[config.mk]
export PLATFORM = sky130hd
export DESIGN_NAME = rpl_status_regs
export DESIGN_NICKNAME = d
export VERILOG_FILES = /design/src/common/rpl_pkg.sv /design/src/core/rpl_status_regs.sv /design/src/core/rpl_port_status.sv
export SDC_FILE = /design/constraint.sdc
export NUM_CORES = 1
export LEC_CHECK = 0
export BUFFER_PORTS_ARGS = -buffer_cell sky130_fd_sc_hd__buf_2
export CAP_MARGIN = 5
export CORE_MARGIN = 3
export CORE_UTILIZATION = 57
export DETAILED_ROUTE_END_ITERATION = 6
export PLACE_DENSITY = 0.81
export REMOVE_ABC_BUFFERS = 1
export SETUP_SLACK_MARGIN = 0.15
export SLEW_MARGIN = 25
export SYNTH_ARGS = -nofsm -noshare
export SYNTH_HDL_FRONTEND = slang
export SYNTH_HIERARCHICAL = 1
export SYNTH_SLANG_ARGS = --single-unit
[constraint.sdc]
create_clock -name ref_clk -period 4 [get_ports ref_clk]
set_input_delay 0 -clock ref_clk [delete_from_list [all_inputs] [get_ports ref_clk]]
set_output_delay 0 -clock ref_clk [all_outputs]
set_load 0.02 [all_outputs]
[src/common/rpl_pkg.sv]
package rpl_pkg;

   // Register offsets on the local register port
   localparam logic [7:0] RPL_OFS_PORT_SEL   = 8'h4c;
   localparam logic [7:0] RPL_OFS_FREQ_INT   = 8'h4f;
   localparam logic [7:0] RPL_OFS_FREQ_FRAC  = 8'h50;
   localparam logic [7:0] RPL_OFS_ALARM      = 8'h51;
   localparam logic [7:0] RPL_OFS_VOLT       = 8'h52;
   localparam logic [7:0] RPL_OFS_TEMP       = 8'h53;
   localparam logic [7:0] RPL_OFS_CSI        = 8'h54;
   localparam logic [7:0] RPL_OFS_PAR_UPPER  = 8'h55;
   localparam logic [7:0] RPL_OFS_PAR_LOWER  = 8'h56;

   // Field positions
   localparam int RPL_ALARM_CSI_BIT    = 5;
   localparam int RPL_ALARM_BCC_BIT    = 4;
   localparam int RPL_ALARM_LINK_BIT   = 3;
   localparam int RPL_ALARM_TEMP_BIT   = 2;
   localparam int RPL_ALARM_VB_BIT     = 1;
   localparam int RPL_ALARM_VA_BIT     = 0;
   localparam int RPL_VOLT_B_LSB       = 4;
   localparam int RPL_VOLT_A_LSB       = 0;
   localparam int RPL_LEVEL_W          = 3;
   localparam int RPL_CSI_FLAGS_W      = 5;
   localparam int RPL_ALARM_W          = 6;

   // Reset values
   localparam logic [7:0]  RPL_RST_BYTE  = 8'h00;
   localparam logic [15:0] RPL_RST_COUNT = 16'h0000;
   localparam logic [7:0]  RPL_RST_PSEL  = 8'h01;

   // Status carried by the forward channel from the remote serializer
   typedef struct packed {
      logic [RPL_ALARM_W-1:0]     alarm;
      logic [RPL_LEVEL_W-1:0]     remote_voltage_b_level;
      logic [RPL_LEVEL_W-1:0]     remote_voltage_a_level;
      logic [RPL_LEVEL_W-1:0]     temp_level;
      logic [RPL_CSI_FLAGS_W-1:0] csi_flags;
   } rpl_sensor_t;

   // Per-port receiver measurements and events
   typedef struct packed {
      logic [7:0]  rx_freq_mhz_int;
      logic [7:0]  rx_freq_mhz_frac;
      logic        freq_valid;
      logic        sensor_valid;
      rpl_sensor_t sensor;
      logic        parity_err;
      logic        lock_acquired;
   } rpl_rx_t;

   // Register port request
   typedef struct packed {
      logic       rd;
      logic       wr;
      logic [7:0] addr;
      logic [7:0] wdata;
   } rpl_req_t;

endpackage : rpl_pkg

[src/core/rpl_status_regs.sv]
`timescale 1ns/1ns
module rpl_status_regs
   import rpl_pkg::*;
#(
   parameter int NUM_PORTS = 2,
   parameter int CNT_W     = 16
) (
   input  wire logic                     ref_clk,
   input  wire logic                     rst,
   input  wire rpl_req_t                 req,
   output logic [7:0]                    rdata_q,
   output logic                          rvalid_q,
   input  wire rpl_rx_t [NUM_PORTS-1:0]  rx,
   input  wire logic [CNT_W-1:0]         parity_count_threshold,
   output logic [NUM_PORTS-1:0]          parity_flag
);

   localparam int PW = (NUM_PORTS > 1) ? $clog2(NUM_PORTS) : 1;

   ////////////////////////////////////////////////////////////////////////////
   // Port select and access decode

   logic [7:0]             port_sel_q;
   logic [7:0]             port_sel_d;
   logic [PW-1:0]          cur_port;
   logic [NUM_PORTS-1:0]   rd_lower;
   logic [7:0]             upper_snap_q;
   logic [7:0]             upper_snap_d;
   logic                   snap_ok_q;
   logic                   snap_ok_d;

   // Port select: one bit per port; reads and the lower-byte clear use the lowest set bit
   function automatic logic [PW-1:0] first_port(input logic [7:0] sel);
      logic [PW-1:0] p;
      p = '0;
      for (int i = NUM_PORTS - 1; i >= 0; i--) begin
         if (sel[i]) begin
            p = PW'(i);
         end
      end
      return p;
   endfunction : first_port

   assign cur_port = first_port(port_sel_q);

   always_comb begin
      port_sel_d = port_sel_q;
      if (req.wr && req.addr == RPL_OFS_PORT_SEL) begin
         port_sel_d = req.wdata;
      end
   end

   ////////////////////////////////////////////////////////////////////////////
   // Per-port copies

   logic [7:0]        freq_int   [NUM_PORTS];
   logic [7:0]        freq_frac  [NUM_PORTS];
   rpl_sensor_t       sensor     [NUM_PORTS];
   logic [CNT_W-1:0]  count      [NUM_PORTS];

   genvar g;
   generate
      for (g = 0; g < NUM_PORTS; g++) begin : g_port
         // Lower byte read clears only the selected port's counter
         assign rd_lower[g] = req.rd && req.addr == RPL_OFS_PAR_LOWER
                              && PW'(g) == cur_port;
         rpl_port_status #(
            .CNT_W (CNT_W)
         ) u_port (
            .ref_clk       (ref_clk),
            .rst           (rst),
            .rx            (rx[g]),
            .rd_lower      (rd_lower[g]),
            .threshold     (parity_count_threshold),
            .freq_int_q    (freq_int[g]),
            .freq_frac_q   (freq_frac[g]),
            .sensor_q      (sensor[g]),
            .count_q       (count[g]),
            .parity_flag_q (parity_flag[g])
         );
      end
   endgenerate

   ////////////////////////////////////////////////////////////////////////////
   // Read mux

   logic [7:0]  rdata_d;
   logic        rvalid_d;
   rpl_sensor_t s;
   logic [15:0] cnt16;

   always_comb begin
      s            = sensor[cur_port];
      cnt16        = 16'(count[cur_port]);
      rdata_d      = RPL_RST_BYTE;
      rvalid_d     = req.rd;
      upper_snap_d = upper_snap_q;
      snap_ok_d    = snap_ok_q;
      unique case (req.addr)
         RPL_OFS_PORT_SEL:  rdata_d = port_sel_q;
         RPL_OFS_FREQ_INT:  rdata_d = freq_int[cur_port];
         RPL_OFS_FREQ_FRAC: rdata_d = freq_frac[cur_port];
         RPL_OFS_ALARM: begin
            rdata_d[RPL_ALARM_W-1:0] = s.alarm;
         end
         RPL_OFS_VOLT: begin
            rdata_d[RPL_VOLT_B_LSB +: RPL_LEVEL_W] = s.remote_voltage_b_level;
            rdata_d[RPL_VOLT_A_LSB +: RPL_LEVEL_W] = s.remote_voltage_a_level;
         end
         RPL_OFS_TEMP: begin
            rdata_d[RPL_LEVEL_W-1:0] = s.temp_level;
         end
         RPL_OFS_CSI: begin
            rdata_d[RPL_CSI_FLAGS_W-1:0] = s.csi_flags;
         end
         RPL_OFS_PAR_UPPER: begin
            // Snapshot the low byte so a following lower read matches this upper
            rdata_d = cnt16[15:8];
            if (req.rd) begin
               upper_snap_d = cnt16[7:0];
               snap_ok_d    = 1'b1;
            end
         end
         RPL_OFS_PAR_LOWER: begin
            rdata_d = snap_ok_q ? upper_snap_q : cnt16[7:0];
            if (req.rd) begin
               snap_ok_d = 1'b0;
            end
         end
         default: rdata_d = RPL_RST_BYTE;
      endcase
      if (req.wr && req.addr == RPL_OFS_PORT_SEL) begin
         snap_ok_d = 1'b0;
      end
      if (!req.rd) begin
         rdata_d = rdata_q;
      end
   end

   always_ff @(posedge ref_clk or posedge rst) begin
      if (rst) begin
         port_sel_q   <= RPL_RST_PSEL;
         rdata_q      <= RPL_RST_BYTE;
         rvalid_q     <= 1'b0;
         upper_snap_q <= RPL_RST_BYTE;
         snap_ok_q    <= 1'b0;
      end else begin
         port_sel_q   <= port_sel_d;
         rdata_q      <= rdata_d;
         rvalid_q     <= rvalid_d;
         upper_snap_q <= upper_snap_d;
         snap_ok_q    <= snap_ok_d;
      end
   end

endmodule : rpl_status_regs

[src/core/rpl_port_status.sv]
`timescale 1ns/1ns
// One receive port's copy of the status registers
module rpl_port_status
   import rpl_pkg::*;
#(
   parameter int CNT_W = 16
) (
   input  wire logic             ref_clk,
   input  wire logic             rst,
   input  wire rpl_rx_t          rx,
   input  wire logic             rd_lower,
   input  wire logic [CNT_W-1:0] threshold,
   output logic [7:0]            freq_int_q,
   output logic [7:0]            freq_frac_q,
   output rpl_sensor_t           sensor_q,
   output logic [CNT_W-1:0]      count_q,
   output logic                  parity_flag_q
);

   logic [7:0]       freq_int_d;
   logic [7:0]       freq_frac_d;
   rpl_sensor_t      sensor_d;
   logic [CNT_W-1:0] count_d;
   logic             parity_flag_d;

   always_comb begin
      freq_int_d    = freq_int_q;
      freq_frac_d   = freq_frac_q;
      sensor_d      = sensor_q;
      count_d       = count_q;
      parity_flag_d = parity_flag_q;
      if (rx.freq_valid) begin
         freq_int_d  = rx.rx_freq_mhz_int;
         freq_frac_d = rx.rx_freq_mhz_frac;
      end
      // Only the forward channel loads these, never the host
      if (rx.sensor_valid) begin
         sensor_d = rx.sensor;
      end
      // A lock or a lower-byte read restarts the count; an error in the same
      // cycle counts as the first of the new run so it is not lost
      if (rx.lock_acquired || rd_lower) begin
         count_d = rx.parity_err ? CNT_W'(1) : '0;
      end else if (rx.parity_err && count_q != '1) begin
         count_d = count_q + CNT_W'(1);
      end
      if (count_d > threshold) begin
         parity_flag_d = 1'b1;
      end else if (rx.lock_acquired || rd_lower) begin
         parity_flag_d = 1'b0;
      end
   end

   always_ff @(posedge ref_clk or posedge rst) begin
      if (rst) begin
         freq_int_q    <= RPL_RST_BYTE;
         freq_frac_q   <= RPL_RST_BYTE;
         sensor_q      <= '0;
         count_q       <= CNT_W'(RPL_RST_COUNT);
         parity_flag_q <= 1'b0;
      end else begin
         freq_int_q    <= freq_int_d;
         freq_frac_q   <= freq_frac_d;
         sensor_q      <= sensor_d;
         count_q       <= count_d;
         parity_flag_q <= parity_flag_d;
      end
   end

endmodule : rpl_port_status

==> parameters.txt <==
Parameter                              Value

Power
  Switching power    916 uW
  Power Total    3490 uW
  Switching part of the total    0.262
  Sequential share of power    0.425
  Internal power summed over all cells    2580 uW
  Cell leakage power    0.00464 uW
  Fraction of power consumed by the clock network    0.435
  P per Cell Area    354 nW/um^2
  Peak supply drop    0.000574 V
  Combinational cell fraction of total power    0.140

Synth
  Prevailing post-synth register cell    sky130_fd_sc_hd__dfrtp_1
  Number of synthesized register bits    132
  Gate count of the mapped netlist    741
  Post-synthesis sequential area ratio    0.429
  Number of warnings issued by yosys    6
  Area fraction of the dominant cell type after synthesis    0.426
  Post-synth EDFFs    0
  Largest cells by area after synthesis    sky130_fd_sc_hd__dfrtp_1, sky130_fd_sc_hd__mux2_2, sky130_fd_sc_hd__ha_1
  Largest area contributor in the synthesized netlist    sky130_fd_sc_hd__dfrtp_1
  Post-synthesis cell type count    75
  Mean cell area of the mapped netlist    10.4 sq um
  Post-synthesis async set-or-reset flop share    1.00
  Area of the mapped netlist    7700 sq um

Layout
  Fill cell instance count of the final layout    866
  Post-synthesis to final-layout area growth    28.1%
  Number of nets in the layout    1099
  Post-route cell area    9860 sq um
  Ratio of cells with drive above 1 in the final layout    0.296

Route
  Drt first-iter violations    665
  Via total after detailed routing    7172
  Routed WL per cell    21.7 um
  Via density per instance    6.31
  Iteration count of the initial detailed-routing pass    5
  Remaining design rule violation count    0
  Total Routed Length    24700 um
  Antenna viol nets, final    0

Placed design
  DP Worst Slack    604 ps
  DP HPWL    16000 um
  Routability congestion estimate from global placement    0.960
  Total of buffers placed on input and output ports    126
  Total cell area at the placement stage    8420 sq um

Hold path
  Hold Path Stages    4
  Hold WC Path Type    in2reg

Timing
  Worst clock skew    7.19 ps
  Final Setup Violations    0
  Worst slew margin relative to its limit    0.520
  Final Hold Slack    32.4 ps
  Total count of max-transition violations in the final report    0
  Final-report hold violation count    0
  Min Clock Period, post-route    3280 ps
  RSZ-0062 raised after global routing    false
  Worst Slack Setup Final    723 ps
  Maximum clock frequency    0.305 GHz
  Slew of the pin with the lowest slew margin    718 ps
  Part of the cycle the worst path needs    0.819

Global route
  Total congestion overflow after global routing    0
  Antenna violations before repair    3
  Via count of the first global-routing pass    7401
  Maximum number of pins on one net before global-route repair    45
  Wire length of the first global-routing pass    38500 um
  Overall fraction of global-route tracks in use    0.338

Setup path
  WP data required    4300 ps
  Endpoint kind of the worst setup timing path    flip-flop
  Reg-to-Reg Start    g_port[0].u_port/count_q[0]
  Logic depth of the worst register-to-register path    11
  Crit Path Max Fanout    12
  Worst path arrival time    3570 ps
  Critical Path Source Type    flip-flop
  R2r endpoint    g_port[0].u_port/parity_flag_q
  Startpoint-to-endpoint class of the critical path    reg2reg
  Worst setup path endpoint    g_port[0].u_port/parity_flag_q
  Reg2Reg Setup Slack    720 ps
  CP Launch Point    g_port[0].u_port/count_q[0]

Floorplan
  Vertical die dimension    122 um
  Die outline width    122 um
  Number of placement rows    41
  Die area    14900 sq um
  Initial Utilization    0.596
  Placeable core area    12900 sq um
  Num ports    127

Clock network
  Maximum clock insertion buffer count    2
  Worst-skew pair later-pin latency    430 ps
  Library cell used as clock root buffer    sky130_fd_sc_hd__clkbuf_16
  TritonCTS clock tree    yes
  Number of buffers inserted during clock tree synthesis    17
  Post-CTS Repair Setup Buffers    0
  Clock transition at path regs    60 ps
  Clock Sinks    132
  Number of H-tree levels    4

Run status
  Status    finished, final reports clean

Flow run
  MaxCap Viol Count    0
==> flip-flops by register name (all words and copies together), names as in the netlist <==
name / cells
g_port.u_port/sensor_q: 40
g_port.u_port/count_q: 32
g_port.u_port/freq_frac_q: 16
g_port.u_port/freq_int_q: 16
port_sel_q: 8
rdata_q: 8
upper_snap_q: 8
g_port.u_port/parity_flag_q: 2
rvalid_q: 1
snap_ok_q: 1
==> cell usage after synthesis, types with 4 or more instances <==
master and instances:
sky130_fd_sc_hd__dfrtp_1 131, sky130_fd_sc_hd__mux2_2 87, sky130_fd_sc_hd__nand2_1 69, sky130_fd_sc_hd__a21oi_1 53, sky130_fd_sc_hd__inv_1 46, sky130_fd_sc_hd__o21ai_0 38, sky130_fd_sc_hd__mux2i_1 36, sky130_fd_sc_hd__ha_1 34
sky130_fd_sc_hd__nor2_1 27, sky130_fd_sc_hd__clkbuf_1 13, sky130_fd_sc_hd__nand3_1 13, sky130_fd_sc_hd__a21o_1 12, sky130_fd_sc_hd__nor3_1 12, sky130_fd_sc_hd__o22ai_1 12, sky130_fd_sc_hd__nand4_1 11, sky130_fd_sc_hd__a31oi_1 10
sky130_fd_sc_hd__buf_2 7, sky130_fd_sc_hd__nor2b_1 7, sky130_fd_sc_hd__o31ai_1 7, sky130_fd_sc_hd__or3_1 7, sky130_fd_sc_hd__or4_1 7, sky130_fd_sc_hd__a211oi_1 5, sky130_fd_sc_hd__nand2b_1 5, sky130_fd_sc_hd__or3_2 5
sky130_fd_sc_hd__and4_1 4, sky130_fd_sc_hd__buf_6 4, sky130_fd_sc_hd__o211ai_1 4, sky130_fd_sc_hd__o311ai_0 4
==> worst max-delay path, cell delays in order (launching register included) <==
cell,delay [ps]
sky130_fd_sc_hd__dfrtp_1,440
sky130_fd_sc_hd__ha_1,280
sky130_fd_sc_hd__nand4_1,170
sky130_fd_sc_hd__o41ai_2,120
sky130_fd_sc_hd__buf_4,180
sky130_fd_sc_hd__or4_2,600
sky130_fd_sc_hd__a21oi_1,290
sky130_fd_sc_hd__ha_1,190
sky130_fd_sc_hd__nand2_1,70
sky130_fd_sc_hd__or4_1,500
sky130_fd_sc_hd__a211oi_1,230
sky130_fd_sc_hd__a31oi_1,60
==> per-layer routing <==
layer | part of all wire | up-vias | GRT usage
li1 | - | 3152 | -
met1 | 0.39 | 3449 | 0.427
met2 | 0.48 | 470 | 0.543
met3 | 0.085 | 101 | 0.0747
met4 | 0.045 | 0 | 0.186
met5 | 0 | - | 0
==> how the worst min path moves through the flow <==
stage | startpoint | to | slack (ps)
floorplan | req[17] | rvalid_q | 30
global placement | rst | g_port[0].u_port/freq_int_q[6] | 60
detailed placement | rst | g_port[0].u_port/freq_int_q[6] | 60
CTS | req[13] | rdata_q[5] | 5
global route | req[15] | rdata_q[5] | 60
finish | req[13] | rdata_q[5] | 30
==> cells in the final DEF (no fill, tap or decap), types with 4 or more instances in the layout <==
master,count
sky130_fd_sc_hd__nand2b_1,4
sky130_fd_sc_hd__dfrtp_1,131
sky130_fd_sc_hd__o21ai_0,38
sky130_fd_sc_hd__or4_1,7
sky130_fd_sc_hd__o311ai_0,4
sky130_fd_sc_hd__nand4_1,11
sky130_fd_sc_hd__o31ai_1,7
sky130_fd_sc_hd__nand2_1,69
sky130_fd_sc_hd__or3_2,5
sky130_fd_sc_hd__buf_2,126
sky130_fd_sc_hd__a21o_1,12
sky130_fd_sc_hd__a31oi_1,10
sky130_fd_sc_hd__o22ai_1,12
sky130_fd_sc_hd__and4_1,4
sky130_fd_sc_hd__ha_1,34
sky130_fd_sc_hd__a21oi_1,53
sky130_fd_sc_hd__nor3_1,12
sky130_fd_sc_hd__clkinv_2,4
sky130_fd_sc_hd__a211oi_1,5
sky130_fd_sc_hd__nand3_1,13
sky130_fd_sc_hd__mux2i_1,36
sky130_fd_sc_hd__clkbuf_16,17
sky130_fd_sc_hd__inv_1,43
sky130_fd_sc_hd__nor2_1,27
sky130_fd_sc_hd__dlygate4sd3_1,87
sky130_fd_sc_hd__mux2_2,87
sky130_fd_sc_hd__clkinvlp_4,4
sky130_fd_sc_hd__buf_4,5
sky130_fd_sc_hd__o211ai_1,4
sky130_fd_sc_hd__or3_1,7
sky130_fd_sc_hd__nor2b_1,7
==> power groups by stage <==
stage               clock (uW)  combinational, uW  sequential, uW
finish                    1520                490            1480
global route              1580                528            1490
CTS                       1530                473            1480
detailed placement           0                402            1500
global placement             0                388            1490
floorplan                    0                241            1480
==> cell families (layout without fill, tap and decap cells) <==
logic type      Yosys count  count (layout)  share of synthesized area
buf+inv                  76             297                     0.0449
mux                     124             124                      0.177
compound gates          173             173                      0.142
flops                   132             132                      0.429
other cells               0               3                          0
simple gates            200             200                      0.149
fa+ha+maj                34              34                     0.0553
xor+xnor                  2               2                    0.00228
==> per-stage QoR <==
stage	setup TNS, ps	util	cells
after CTS	0	0.762	1134
after global routing	0	0.763	1137
after global placement	0	0.651	1015
final	0	0.763	1137
after detailed placement	0	0.651	1015
after floorplan	-2.97	-	712
==> repair_timing <==
item	in CTS	in global routing
endpoints found under the hold margin	157	0
gates resized for setup	0	0
setup endpoints to repair	0	0
hold buffers	87	0
==> cell type report <==
class,instances,area [sq um],area share
Inverter,47,176,0.0179
Tap cell,172,215,0.0218
Multi-Input combinational cell,533,4050,0.411
Sequential cell,132,3300,0.335
Clock buffer,19,433,0.0439
Antenna cell,3,7.51,0.000761
Timing Repair Buffer,218,1540,0.156
Clock inverter,13,136,0.0138
Power figures use the tool's default switching activity.
